==> src/verilog/csx_pkg.sv <==
`default_nettype none
package csx_pkg;
   // ------------------------------------------------------------
   // Widths
   // ------------------------------------------------------------
   localparam int CSR_ADDR_W = 16;
   localparam int CFG_ADDR_W = 12;
   localparam int DATA_W = 32;

   // ------------------------------------------------------------
   // Timing
   // ------------------------------------------------------------
   localparam int CLK_PERIOD_NS = 10;
   // Typical back-end read turnaround; only a reference figure
   localparam int CSR_TYPICAL_READ_CYC = 80;
   // Default read watchdog, overridable by TIMEOUT_CYC, well above any legal turnaround
   localparam int CSR_TIMEOUT_CYC = 1024;

   // ------------------------------------------------------------
   // Values after reset and on expiry
   // ------------------------------------------------------------
   localparam logic [DATA_W-1:0] RESET_WORD = 32'h00000000;
   // Word returned when a read expires
   localparam logic [DATA_W-1:0] EXPIRED_WORD = 32'h00000000;

   // ------------------------------------------------------------
   // State encodings
   // ------------------------------------------------------------
   typedef enum logic [2:0] {
      PS_IDLE = 3'b001,
      PS_WAIT = 3'b010,
      PS_DONE = 3'b100
   } csx_port_state_t;

   typedef enum logic [2:0] {
      HS_IDLE = 3'b001,
      HS_CSR = 3'b010,
      HS_CFG = 3'b100
   } csx_host_state_t;

   // A port runs only while both the global and its own reset are released
   function automatic logic csx_live(input logic globalRstN, input logic portRstN);
      return globalRstN & portRstN;
   endfunction
endpackage
`default_nettype wire

==> src/verilog/csx_link_if.sv <==
`timescale 1ns/100ps
`default_nettype none
interface csx_link_if;
   import csx_pkg::*;
   // Control and status port
   logic csrRstN;
   logic [CSR_ADDR_W-1:0] csrAddress;
   logic csrRead;
   logic csrWrite;
   logic [DATA_W-1:0] csrWriteWord;
   logic [DATA_W-1:0] csrReadWord;
   logic csrReadWordValid;
   logic csrStall;
   logic csrReadExpired;
   // Transceiver configuration port
   logic cfgRstN;
   logic [CFG_ADDR_W-1:0] cfgAddress;
   logic cfgRead;
   logic cfgWrite;
   logic [DATA_W-1:0] cfgWriteWord;
   logic [DATA_W-1:0] cfgReadWord;
   logic cfgBusy;

   modport dev (
      input csrRstN, csrAddress, csrRead, csrWrite, csrWriteWord,
      output csrReadWord, csrReadWordValid, csrStall, csrReadExpired,
      input cfgRstN, cfgAddress, cfgRead, cfgWrite, cfgWriteWord,
      output cfgReadWord, cfgBusy
   );
   modport host (
      output csrRstN, csrAddress, csrRead, csrWrite, csrWriteWord,
      input csrReadWord, csrReadWordValid, csrStall, csrReadExpired,
      output cfgRstN, cfgAddress, cfgRead, cfgWrite, cfgWriteWord,
      input cfgReadWord, cfgBusy
   );
endinterface
`default_nettype wire

==> src/verilog/csx_device.sv <==
`timescale 1ns/100ps
`default_nettype none
module csx_device
   import csx_pkg::*;
#(
   parameter int TIMEOUT_CYC = CSR_TIMEOUT_CYC
) (
   input wire logic ref_clk,
   input wire logic nrst,
   csx_link_if.dev link,
   // Register back end
   output logic regReq,
   output logic regWrite,
   output logic [CSR_ADDR_W-1:0] regAddr,
   output logic [DATA_W-1:0] regWdata,
   input wire logic regAck,
   input wire logic [DATA_W-1:0] regRdata,
   // Transceiver back end
   output logic xcvrReq,
   output logic xcvrWrite,
   output logic [CFG_ADDR_W-1:0] xcvrAddr,
   output logic [DATA_W-1:0] xcvrWdata,
   input wire logic xcvrAck,
   input wire logic [DATA_W-1:0] xcvrRdata
);
   // ------------------------------------------------------------
   // Control and status port
   // ------------------------------------------------------------
   csx_port_state_t csrState_q;
   logic csrLive;
   logic csrIsRead_q;
   logic csrExpired_q;
   logic regReq_q;
   logic regWrite_q;
   logic [CSR_ADDR_W-1:0] regAddr_q;
   logic [DATA_W-1:0] regWdata_q;
   logic [DATA_W-1:0] csrReadWord_q;
   logic timerExpired;
   logic csrStrobe;

   assign csrLive = csx_live(nrst, link.csrRstN);
   assign csrStrobe = link.csrRead || link.csrWrite;

   csx_read_timer #(
      .LIMIT(TIMEOUT_CYC)
   ) csx_read_timer_inst (
      .ref_clk(ref_clk),
      .nrst(csrLive),
      .run(csrState_q == PS_WAIT),
      .expired(timerExpired)
   );

   // Sequencing; a read wins if both strobes are raised together
   always_ff @(posedge ref_clk) begin
      if (!csrLive) begin
         csrState_q <= PS_IDLE;
      end else begin
         unique case (csrState_q)
            PS_IDLE: begin
               if (csrStrobe) begin
                  csrState_q <= PS_WAIT;
               end
            end
            PS_WAIT: begin
               // Latency is whatever the back end takes, cut off by the watchdog after TIMEOUT_CYC cycles
               if (regAck || timerExpired) begin
                  csrState_q <= PS_DONE;
               end
            end
            PS_DONE: begin
               csrState_q <= PS_IDLE;
            end
            default: begin
               csrState_q <= PS_IDLE;
            end
         endcase
      end
   end

   // Request capture towards the back end
   always_ff @(posedge ref_clk) begin
      if (!csrLive) begin
         regReq_q <= 1'b0;
         regWrite_q <= 1'b0;
         regAddr_q <= '0;
         regWdata_q <= RESET_WORD;
         csrIsRead_q <= 1'b0;
      end else if (csrState_q == PS_IDLE && csrStrobe) begin
         regReq_q <= 1'b1;
         regWrite_q <= !link.csrRead;
         regAddr_q <= link.csrAddress;
         regWdata_q <= link.csrWriteWord;
         csrIsRead_q <= link.csrRead;
      end else begin
         regReq_q <= 1'b0;
      end
   end

   // Answer capture; a late ack after expiry is dropped with the transfer
   always_ff @(posedge ref_clk) begin
      if (!csrLive) begin
         csrReadWord_q <= RESET_WORD;
         csrExpired_q <= 1'b0;
      end else if (csrState_q == PS_WAIT) begin
         if (regAck) begin
            csrReadWord_q <= csrIsRead_q ? regRdata : csrReadWord_q;
            csrExpired_q <= 1'b0;
         end else if (timerExpired) begin
            csrReadWord_q <= csrIsRead_q ? EXPIRED_WORD : csrReadWord_q;
            csrExpired_q <= csrIsRead_q;
         end
      end else if (csrState_q == PS_DONE) begin
         csrExpired_q <= 1'b0;
      end
   end

   assign regReq = regReq_q;
   assign regWrite = regWrite_q;
   assign regAddr = regAddr_q;
   assign regWdata = regWdata_q;

   // Stall from the first strobe cycle until the completion cycle
   assign link.csrStall = csrLive && ((csrState_q == PS_IDLE && csrStrobe)
                          || csrState_q == PS_WAIT);
   assign link.csrReadWordValid = (csrState_q == PS_DONE) && csrIsRead_q;
   assign link.csrReadExpired = (csrState_q == PS_DONE) && csrExpired_q;
   assign link.csrReadWord = csrReadWord_q;

   // ------------------------------------------------------------
   // Transceiver configuration port
   // ------------------------------------------------------------
   // Kept apart from the register back end so no address on the main
   // port can alias into transceiver space
   csx_port_state_t cfgState_q;
   logic cfgLive;
   logic cfgStrobe;
   logic xcvrReq_q;
   logic xcvrWrite_q;
   logic [CFG_ADDR_W-1:0] xcvrAddr_q;
   logic [DATA_W-1:0] xcvrWdata_q;
   logic [DATA_W-1:0] cfgReadWord_q;

   assign cfgLive = csx_live(nrst, link.cfgRstN);
   assign cfgStrobe = link.cfgRead || link.cfgWrite;

   // No watchdog here: a silent back end holds busy until reset
   always_ff @(posedge ref_clk) begin
      if (!cfgLive) begin
         cfgState_q <= PS_IDLE;
      end else begin
         unique case (cfgState_q)
            PS_IDLE: begin
               if (cfgStrobe) begin
                  cfgState_q <= PS_WAIT;
               end
            end
            PS_WAIT: begin
               if (xcvrAck) begin
                  cfgState_q <= PS_DONE;
               end
            end
            PS_DONE: begin
               cfgState_q <= PS_IDLE;
            end
            default: begin
               cfgState_q <= PS_IDLE;
            end
         endcase
      end
   end

   always_ff @(posedge ref_clk) begin
      if (!cfgLive) begin
         xcvrReq_q <= 1'b0;
         xcvrWrite_q <= 1'b0;
         xcvrAddr_q <= '0;
         xcvrWdata_q <= RESET_WORD;
      end else if (cfgState_q == PS_IDLE && cfgStrobe) begin
         xcvrReq_q <= 1'b1;
         xcvrWrite_q <= !link.cfgRead;
         xcvrAddr_q <= link.cfgAddress;
         xcvrWdata_q <= link.cfgWriteWord;
      end else begin
         xcvrReq_q <= 1'b0;
      end
   end

   always_ff @(posedge ref_clk) begin
      if (!cfgLive) begin
         cfgReadWord_q <= RESET_WORD;
      end else if (cfgState_q == PS_WAIT && xcvrAck && !xcvrWrite_q) begin
         cfgReadWord_q <= xcvrRdata;
      end
   end

   assign xcvrReq = xcvrReq_q;
   assign xcvrWrite = xcvrWrite_q;
   assign xcvrAddr = xcvrAddr_q;
   assign xcvrWdata = xcvrWdata_q;

   // Busy falls in the completion cycle, which is when read data is good
   assign link.cfgBusy = cfgLive && ((cfgState_q == PS_IDLE && cfgStrobe)
                         || cfgState_q == PS_WAIT);
   assign link.cfgReadWord = cfgReadWord_q;
endmodule
`default_nettype wire

==> src/verilog/csx_read_timer.sv <==
`timescale 1ns/100ps
`default_nettype none
module csx_read_timer
   import csx_pkg::*;
#(
   parameter int LIMIT = CSR_TIMEOUT_CYC
) (
   input wire logic ref_clk,
   input wire logic nrst,
   input wire logic run,
   output logic expired
);
   localparam int CW = $clog2(LIMIT + 1);
   localparam logic [CW-1:0] LAST = CW'(LIMIT - 1);

   logic [CW-1:0] count_q;

   // Restarts from zero whenever run drops, so each read gets a full window
   always_ff @(posedge ref_clk) begin
      if (!nrst || !run) begin
         count_q <= '0;
      end else if (count_q != LAST) begin
         count_q <= count_q + CW'(1);
      end
   end

   assign expired = run && (count_q == LAST);
endmodule
`default_nettype wire

==> src/flat_wrapper.sv <==
// flat-port wrapper written by rule: the top's interface ports become plain ports
module csx_device_flat import csx_pkg::*;
#(
   parameter int TIMEOUT_CYC = CSR_TIMEOUT_CYC
)
  (ref_clk, nrst, regReq, regWrite, regAddr, regWdata, regAck, regRdata, xcvrReq, xcvrWrite, xcvrAddr, xcvrWdata, xcvrAck, xcvrRdata, link_csrRstN, link_csrAddress, link_csrRead, link_csrWrite, link_csrWriteWord, link_csrReadWord, link_csrReadWordValid, link_csrStall, link_csrReadExpired, link_cfgRstN, link_cfgAddress, link_cfgRead, link_cfgWrite, link_cfgWriteWord, link_cfgReadWord, link_cfgBusy);
  csx_link_if link_i ();
  input wire logic ref_clk;
  input wire logic nrst;
  output logic regReq;
  output logic regWrite;
  output logic [CSR_ADDR_W-1:0] regAddr;
  output logic [DATA_W-1:0] regWdata;
  input wire logic regAck;
  input wire logic [DATA_W-1:0] regRdata;
  output logic xcvrReq;
  output logic xcvrWrite;
  output logic [CFG_ADDR_W-1:0] xcvrAddr;
  output logic [DATA_W-1:0] xcvrWdata;
  input wire logic xcvrAck;
  input wire logic [DATA_W-1:0] xcvrRdata;
  input wire logic [$bits(link_i.csrRstN)-1:0] link_csrRstN;
  input wire logic [$bits(link_i.csrAddress)-1:0] link_csrAddress;
  input wire logic [$bits(link_i.csrRead)-1:0] link_csrRead;
  input wire logic [$bits(link_i.csrWrite)-1:0] link_csrWrite;
  input wire logic [$bits(link_i.csrWriteWord)-1:0] link_csrWriteWord;
  output wire logic [$bits(link_i.csrReadWord)-1:0] link_csrReadWord;
  output wire logic [$bits(link_i.csrReadWordValid)-1:0] link_csrReadWordValid;
  output wire logic [$bits(link_i.csrStall)-1:0] link_csrStall;
  output wire logic [$bits(link_i.csrReadExpired)-1:0] link_csrReadExpired;
  input wire logic [$bits(link_i.cfgRstN)-1:0] link_cfgRstN;
  input wire logic [$bits(link_i.cfgAddress)-1:0] link_cfgAddress;
  input wire logic [$bits(link_i.cfgRead)-1:0] link_cfgRead;
  input wire logic [$bits(link_i.cfgWrite)-1:0] link_cfgWrite;
  input wire logic [$bits(link_i.cfgWriteWord)-1:0] link_cfgWriteWord;
  output wire logic [$bits(link_i.cfgReadWord)-1:0] link_cfgReadWord;
  output wire logic [$bits(link_i.cfgBusy)-1:0] link_cfgBusy;
  assign link_i.csrRstN = link_csrRstN;
  assign link_i.csrAddress = link_csrAddress;
  assign link_i.csrRead = link_csrRead;
  assign link_i.csrWrite = link_csrWrite;
  assign link_i.csrWriteWord = link_csrWriteWord;
  assign link_csrReadWord = link_i.csrReadWord;
  assign link_csrReadWordValid = link_i.csrReadWordValid;
  assign link_csrStall = link_i.csrStall;
  assign link_csrReadExpired = link_i.csrReadExpired;
  assign link_i.cfgRstN = link_cfgRstN;
  assign link_i.cfgAddress = link_cfgAddress;
  assign link_i.cfgRead = link_cfgRead;
  assign link_i.cfgWrite = link_cfgWrite;
  assign link_i.cfgWriteWord = link_cfgWriteWord;
  assign link_cfgReadWord = link_i.cfgReadWord;
  assign link_cfgBusy = link_i.cfgBusy;
  csx_device #(.TIMEOUT_CYC(TIMEOUT_CYC)) u_core (.ref_clk(ref_clk), .nrst(nrst), .link(link_i), .regReq(regReq), .regWrite(regWrite), .regAddr(regAddr), .regWdata(regWdata), .regAck(regAck), .regRdata(regRdata), .xcvrReq(xcvrReq), .xcvrWrite(xcvrWrite), .xcvrAddr(xcvrAddr), .xcvrWdata(xcvrWdata), .xcvrAck(xcvrAck), .xcvrRdata(xcvrRdata));
endmodule
==> config.mk <==
export PLATFORM = sky130hd
export DESIGN_NAME = csx_device_flat
export DESIGN_NICKNAME = d
export VERILOG_FILES = /design/src/verilog/csx_pkg.sv /design/src/verilog/csx_link_if.sv /design/src/verilog/csx_device.sv /design/src/verilog/csx_read_timer.sv /design/src/flat_wrapper.sv
export SDC_FILE = /design/constraint.sdc
export NUM_CORES = 1
export LEC_CHECK = 0
export ABC_AREA = 1
export BUFFER_PORTS_ARGS = -buffer_cell sky130_fd_sc_hd__buf_2
export CORE_MARGIN = 5
export CORE_UTILIZATION = 32
export CTS_CLUSTER_DIAMETER = 40
export DETAILED_ROUTE_END_ITERATION = 8
export GPL_TIMING_DRIVEN = 0
export SLEW_MARGIN = 40
export SYNTH_ARGS = -nofsm -noshare
export SYNTH_HDL_FRONTEND = slang
export SYNTH_HIERARCHICAL = 1
export SYNTH_SLANG_ARGS = --single-unit
==> constraint.sdc <==
create_clock -name ref_clk -period 5.4 [get_ports ref_clk]
set_input_delay 1.08 -clock ref_clk [delete_from_list [all_inputs] [get_ports ref_clk]]
set_output_delay 1.08 -clock ref_clk [all_outputs]
set_load 0.02 [all_outputs]
==> out/metrics.yaml, run 1 <==
yosys_warnings: 6
cp_max_fo: 10
gp_congestion: 0.803
final_common_cell: "buf_2"
ant_nets: 0
synth_top_cell_area_share: 0.492
fillCellCount: 2458
cts.clk_slew.worst_paths_ns: 0.07
portBuffers: 328
grt_pass1_wl_mm: 34.7
drc_errors: 0
clock.fmax_mhz: 304
placed_area_um2: 9280
synth_cells: 1092
p_leak_nw: 5.53
dieArea_um2: 25900
synth_cell_types: 33
wirelength_mm: 21.8
crit_type: "primary input to output port"
io_pins: 330
crit_path_end_kind: "output port"
synth-main-ff-cell: "dfxtp_1"
power_w: 0.00304
synthTopCellsByArea: "dfxtp_1, nor2_1, nand2_1"
wire_per_inst_um: 12.5
dr.pass1.iters: 4
first_iter_violations: 318
ctsResizeCount: 0
final_nets: 1606
worstSkewPairLatency_ns: 0.42
max_slew_margin: 0.675
synth_edf_count: 0
crit_path_start_kind: "primary input"
dieWidth_um: 161
clock_skew_ns: 0.0133
synth.net_count: 1259
cts_tree: "built"
cp.required_ns: 4.32
peakVddDrop_v: 0.000173
postCtsHoldBufs: 0
period_share: 0.608
setup_viol: 0
num_rows: 55
area_growth_pct: 35.8
final_area_um2: 9890
cts-root-buf: "clkbuf_16"
place_hpwl_mm: 16.9
synth_area_um2: 7280
worstPathArrival_ns: 2.20
grt_pass1_vias: 6971
seq_area_frac_synth: 0.492
initial_core_util: 0.324
clock_path_buffers: 2
cts_buffers: 17
grt_max_degree: 19
hold_class: "flop to flop"
overflow: 0
async_reset_ff_frac: 0
fin_tns_setup_ns: 0
fin_crit_ns: 3.28
avgSynthCellArea_um2: 6.67
cts_max_level: 4
die_y_um: 161
track_usage: 0.164
tightest_slew_ns: 0.488
p_per_area_nw_per_um2: 307
vias_per_cell: 4.17
outcome: "completed"
final_cell_mix: "buf_2, nor2_1, nand2_1, dfxtp_1, inv_1"
vias: 7243
cts.sinks: 179
cts_setup_buffers: 0
synth_area_leader_cell: "dfxtp_1"
max-cap-violations: 0
layout-drive-gt1-share: 0.284
slew_violations: 0
hold_viol_final: 0
antenna_found_initial: 3
grt_setup_unrepaired: "no"
core-area_um2: 22500
synth-seq-cells: 179
-- worst paths after layout --
check	startpoint	to	slack (ns)	cells after the start
hold / removal	u_core/regWrite	u_core/regWrite	0.47	2
setup / recovery	nrst	link_cfgBusy	2.12	7
hold reg to reg	u_core/regWrite	u_core/regWrite	0.47	2
setup reg to reg	u_core/csx_read_timer_inst/count_q[1]	u_core/link.csrReadWord[13]	3.26	13
-- final cells by class --
| cell class | instances | area [um^2] | area share |
|---|---|---|---|
| antenna | 2 | 5.00 | 0.000506 |
| buffer | 52 | 260 | 0.0263 |
| clock buffer | 18 | 439 | 0.0444 |
| clock inverter | 14 | 164 | 0.0166 |
| inverter | 144 | 544 | 0.0550 |
| multi-input combinational | 717 | 2900 | 0.293 |
| sequential | 179 | 3580 | 0.362 |
| tap | 285 | 357 | 0.0361 |
| timing repair buffer | 328 | 1640 | 0.166 |
-- synth_stat cells (4+ instances only) --
| library cell | count |
|---|---|
| inv_1 | 140 |
| nor2_1 | 334 |
| nor2_4 | 4 |
| clkbuf_1 | 12 |
| buf_1 | 4 |
| buf_2 | 31 |
| nand2_1 | 288 |
| dfxtp_1 | 179 |
| a21oi_1 | 10 |
| o21ai_0 | 49 |
| nand3_1 | 9 |
-- logic make-up (layout without fill, tap and decap cells) --
logic type / Yosys count / in the layout / share of synthesized area
flip-flops: 179 / 179 / 0.492
other: 0 / 2 / 0
AND/OR/NAND/NOR: 648 / 648 / 0.347
buffers and inverters: 196 / 556 / 0.110
adder cells (fa/ha/maj): 1 / 1 / 0.00172
XOR/XNOR: 2 / 2 / 0.00241
AO/OA/AOI/OAI: 66 / 66 / 0.0467
-- worst max-delay path, cell delays in order --
cell      delay, ns
buf_2          0.11
nand2_1        0.18
clkinv_1       0.25
buf_2          0.26
o21ai_1        0.11
inv_1          0.05
buf_2          0.16
-- layer usage --
metal / up-vias / part of all wire / routed length, um / GRT usage
li1: 3901 / - / - / -
met1: 3140 / 0.43 / 9310 / 0.190
met2: 179 / 0.49 / 10700 / 0.289
met3: 21 / 0.065 / 1410 / 0.0503
met4: 2 / 0.017 / 380 / 0.0535
met5: - / 0.00032 / 7 / 0
-- power breakdown --
group | internal (W) | switching, W
logic | 0.000141 | 0.000247
registers | 0.00137 | 0.0000221
clock network | 0.000674 | 0.000589
total | 0.00218 | 0.000858
-- registers in the layout (all words and copies together), names as in the netlist, 3 cells and up --
register / cells
u_core/cfgState_q: 3
u_core/csrState_q: 3
u_core/csx_read_timer_inst/count_q: 11
u_core/link.cfgReadWord: 32
u_core/link.csrReadWord: 32
u_core/regAddr: 16
u_core/regWdata: 32
u_core/xcvrAddr: 12
u_core/xcvrWdata: 32
-- through the flow --
| stage | setup WS [ns] | utilization | std cells | hold WS (ns) |
|---|---|---|---|---|
| detailed placement | 2.09 | 0.413 | 1705 | 0.455 |
| CTS | 2.08 | 0.439 | 1737 | 0.466 |
| finish | 2.12 | 0.440 | 1739 | 0.468 |
| floorplan | 2.57 | - | 1092 | 0.467 |
| global placement | 2.10 | 0.413 | 1705 | 0.452 |
| global route | 2.02 | 0.440 | 1739 | 0.495 |
Power figures use the tool's default switching activity.
==> run 2: changes to the inputs <==
--- a/config.mk
+++ b/config.mk
@@ -5,7 +5,7 @@
 export SDC_FILE = /design/constraint.sdc
 export NUM_CORES = 1
 export LEC_CHECK = 0
-export ABC_AREA = 1
+export ABC_AREA = 0
 export BUFFER_PORTS_ARGS = -buffer_cell sky130_fd_sc_hd__buf_2
 export CORE_MARGIN = 5
 export CORE_UTILIZATION = 32
==> constraint.sdc (replaced) <==
create_clock -name ref_clk -period 3.4 [get_ports ref_clk]
set_input_delay 0.68 -clock ref_clk [delete_from_list [all_inputs] [get_ports ref_clk]]
set_output_delay 0.68 -clock ref_clk [all_outputs]
set_load 0.02 [all_outputs]
==> out/metrics.yaml, run 2 <==
outcome: "completed"
overflow: 0  # unchanged
synth_commonest_cells: "nand2_1, dfxtp_1, a21oi_1"
dieArea_um2: 23600  # -8.9%
ant_nets: 0  # unchanged
synth_cells: 807  # -26%
grt_max_degree: 17  # -2
final_cell_mix: "buf_2, nand2_1, dfxtp_1, a21oi_1, clkbuf_1"
cts_setup_buffers: 0  # unchanged
tightest_slew_ns: 0.693  # +0.205 ns
ctsResizeCount: 0  # unchanged
max-cap-violations: 0  # unchanged
period_share: 0.787
synthTopCellsByArea: "dfxtp_1, nand2_1, a21oi_1"
place_hpwl_mm: 17.3  # +2.6%
path_cells: "clkbuf_1, clkbuf_1, nor3b_1, buf_2"
track_usage: 0.181  # +0.0174
synth_compound_area_frac: 0.155  # +0.108
drc_errors: 0  # unchanged
worstSkewPairLatency_ns: 0.42  # about the same
crit_path_start_kind: "flop"
yosys_warnings: 6  # unchanged
cts_tree: "built"
grt_pass1_vias: 6318  # -9.4%
cts_max_level: 4  # unchanged
grt_pass1_wl_mm: 34.8  # +0.20%
peakVddDrop_v: 0.000292  # +69%
portBuffers: 328  # unchanged
first_iter_violations: 352  # +11%
gp_congestion: 0.865  # +7.7%
cp.required_ns: 2.72  # -1.60 ns
r2r_slack_ns: 1.03  # -2.23 ns
p_leak_nw: 4.13  # -25%
seq_area_frac_synth: 0.543  # +0.0515
synth.area.mux_share: 0.00304  # +0.00304
fin_util: 0.452  # +0.0127
crit_path_end_kind: "output port"
slowest_stage: "clkbuf_1"
die_y_um: 154  # -4.6%
p_per_area_nw_per_um2: 505  # +65%
fillCellCount: 2087  # -15%
postCtsHoldBufs: 0  # unchanged
cts-root-buf: "clkbuf_16"
worst_path_dominant_cell_family: "buffers and inverters"
vias_per_cell: 4.69  # +13%
hold_viol_final: 0  # unchanged
yosys.area_share.simple: 0.244  # -0.103
cts_buffers: 17  # unchanged
wirelength_mm: 22.5  # +3.3%
fin_crit_ns: 2.68
synth_cell_types: 45  # +36%
final_nets: 1321  # -18%
initial_core_util: 0.326  # +0.00216
cp_common_cell: "clkbuf_1"
vias: 6725  # -7.2%
num_rows: 52  # -5.5%
synth_area_um2: 6590  # -9.5%
io_pins: 330  # unchanged
grt_setup_unrepaired: "no"
fin_tns_setup_ns: 0  # unchanged
synthAdderAreaFrac: 0.00190  # +0.000180
setup_viol: 0  # unchanged
worstPathArrival_ns: 2.00  # -0.20 ns
whs_ns: 0.451  # -0.0175 ns
async_reset_ff_frac: 0  # unchanged
cp_max_fo: 10  # unchanged
synth-seq-cells: 179  # unchanged
synth_top_cell_area_share: 0.543  # +0.0515
dr.pass1.iters: 5  # +1
synth.net_count: 974  # -23%
crit_type: "flop to output port"
max_slew_margin: 0.538  # -0.137
synth-main-ff-cell: "dfxtp_1"
clock.fmax_mhz: 374
antenna_found_initial: 0  # -3
cts.sinks: 179  # unchanged
layout-drive-gt1-share: 0.340  # +0.0562
clock_skew_ns: 0.00773  # -0.00561 ns
synth_edf_count: 0  # unchanged
synth_top_family_by_area: "simple AND/OR/NAND/NOR gates"
yosys.cell_count.top_type: "nand2_1"
crit_buf_inv: 3  # -2
hold_class: "flop to flop"
wire_per_inst_um: 15.7  # +25%
dieWidth_um: 154  # -4.6%
dp.cells: 1405  # -18%
avgSynthCellArea_um2: 8.17  # +22%
slew_violations: 0  # unchanged
critical_path.max_stage_delay_ns: 0.43  # +0.17 ns
diodes: 0  # -2
final_common_cell: "buf_2"
cts.clk_slew.worst_paths_ns: 0.07  # about the same
fin_cells: 1435  # -17%
area_growth_pct: 38.8
clock_path_buffers: 2  # unchanged
synth_area_leader_cell: "dfxtp_1"
core-area_um2: 20200  # -10%
synth_xor_area_frac: 0  # -0.00240
-- run 2: per-stage QoR --
| stage | total power [W] | worst slack, ns | area, um^2 |
|---|---|---|---|
| after floorplan | 0.00249 | 1.37 | 6590 |
| after global placement | 0.00271 | 1.06 | 8570 |
| after detailed placement | 0.00272 | 1.01 | 8570 |
| after CTS | 0.00468 | 0.718 | 9150 |
| after global routing | 0.00481 | 0.535 | 9150 |
| final | 0.00463 | 0.723 | 9150 |
-- run 2: cell families (layout without fill, tap and decap cells) --
family,after synthesis,in the layout
compound gates,191,191
fa+ha+maj,1,1
mux,2,2
simple gates,367,367
buf+inv,67,425
flops,179,179
-- run 2: tightest hold or removal path: stages, from the launching register on --
cell	delay [ns]
dfxtp_1	0.31
nand2_1	0.05
a21oi_1	0.05
-- run 2: where the power goes --
part           total, W  switching, W  internal, W
logic          0.000494      0.000314     0.000180
registers       0.00218     0.0000258      0.00215
clock network   0.00196      0.000854      0.00110
total           0.00463       0.00119      0.00343
-- run 2: layout make-up --
cell class                 instances  area (um^2)  share of cell area
clock buffer                      19          443              0.0484
clock inverter                    11          131              0.0144
tap                              270          338              0.0369
inverter                           4         15.0             0.00164
buffer                            63          334              0.0365
sequential                       179         3580               0.392
multi-input combinational        561         2670               0.291
timing repair buffer             328         1640               0.179
-- run 2: layer usage --
| metal | GRT usage | vias up | share of wire |
|---|---|---|---|
| met4 | 0.0627 | 0 | 0.022 |
| li1 | - | 3402 | - |
| met2 | 0.295 | 213 | 0.48 |
| met1 | 0.234 | 3075 | 0.43 |
| met3 | 0.0475 | 35 | 0.062 |
| met5 | 0 | - | 0 |
-- run 2: worst paths after layout --
kind                                                 start                          to  cells after the start
worst max-delay path                    u_core/csrIsRead_q       link_csrReadWordValid                      4
worst min register to register  u_core/link.csrReadWord[1]  u_core/link.csrReadWord[1]                      2
worst min-delay path            u_core/link.csrReadWord[1]  u_core/link.csrReadWord[1]                      2
worst max register to register        u_core/csrState_q[1]  u_core/link.csrReadWord[4]                      7
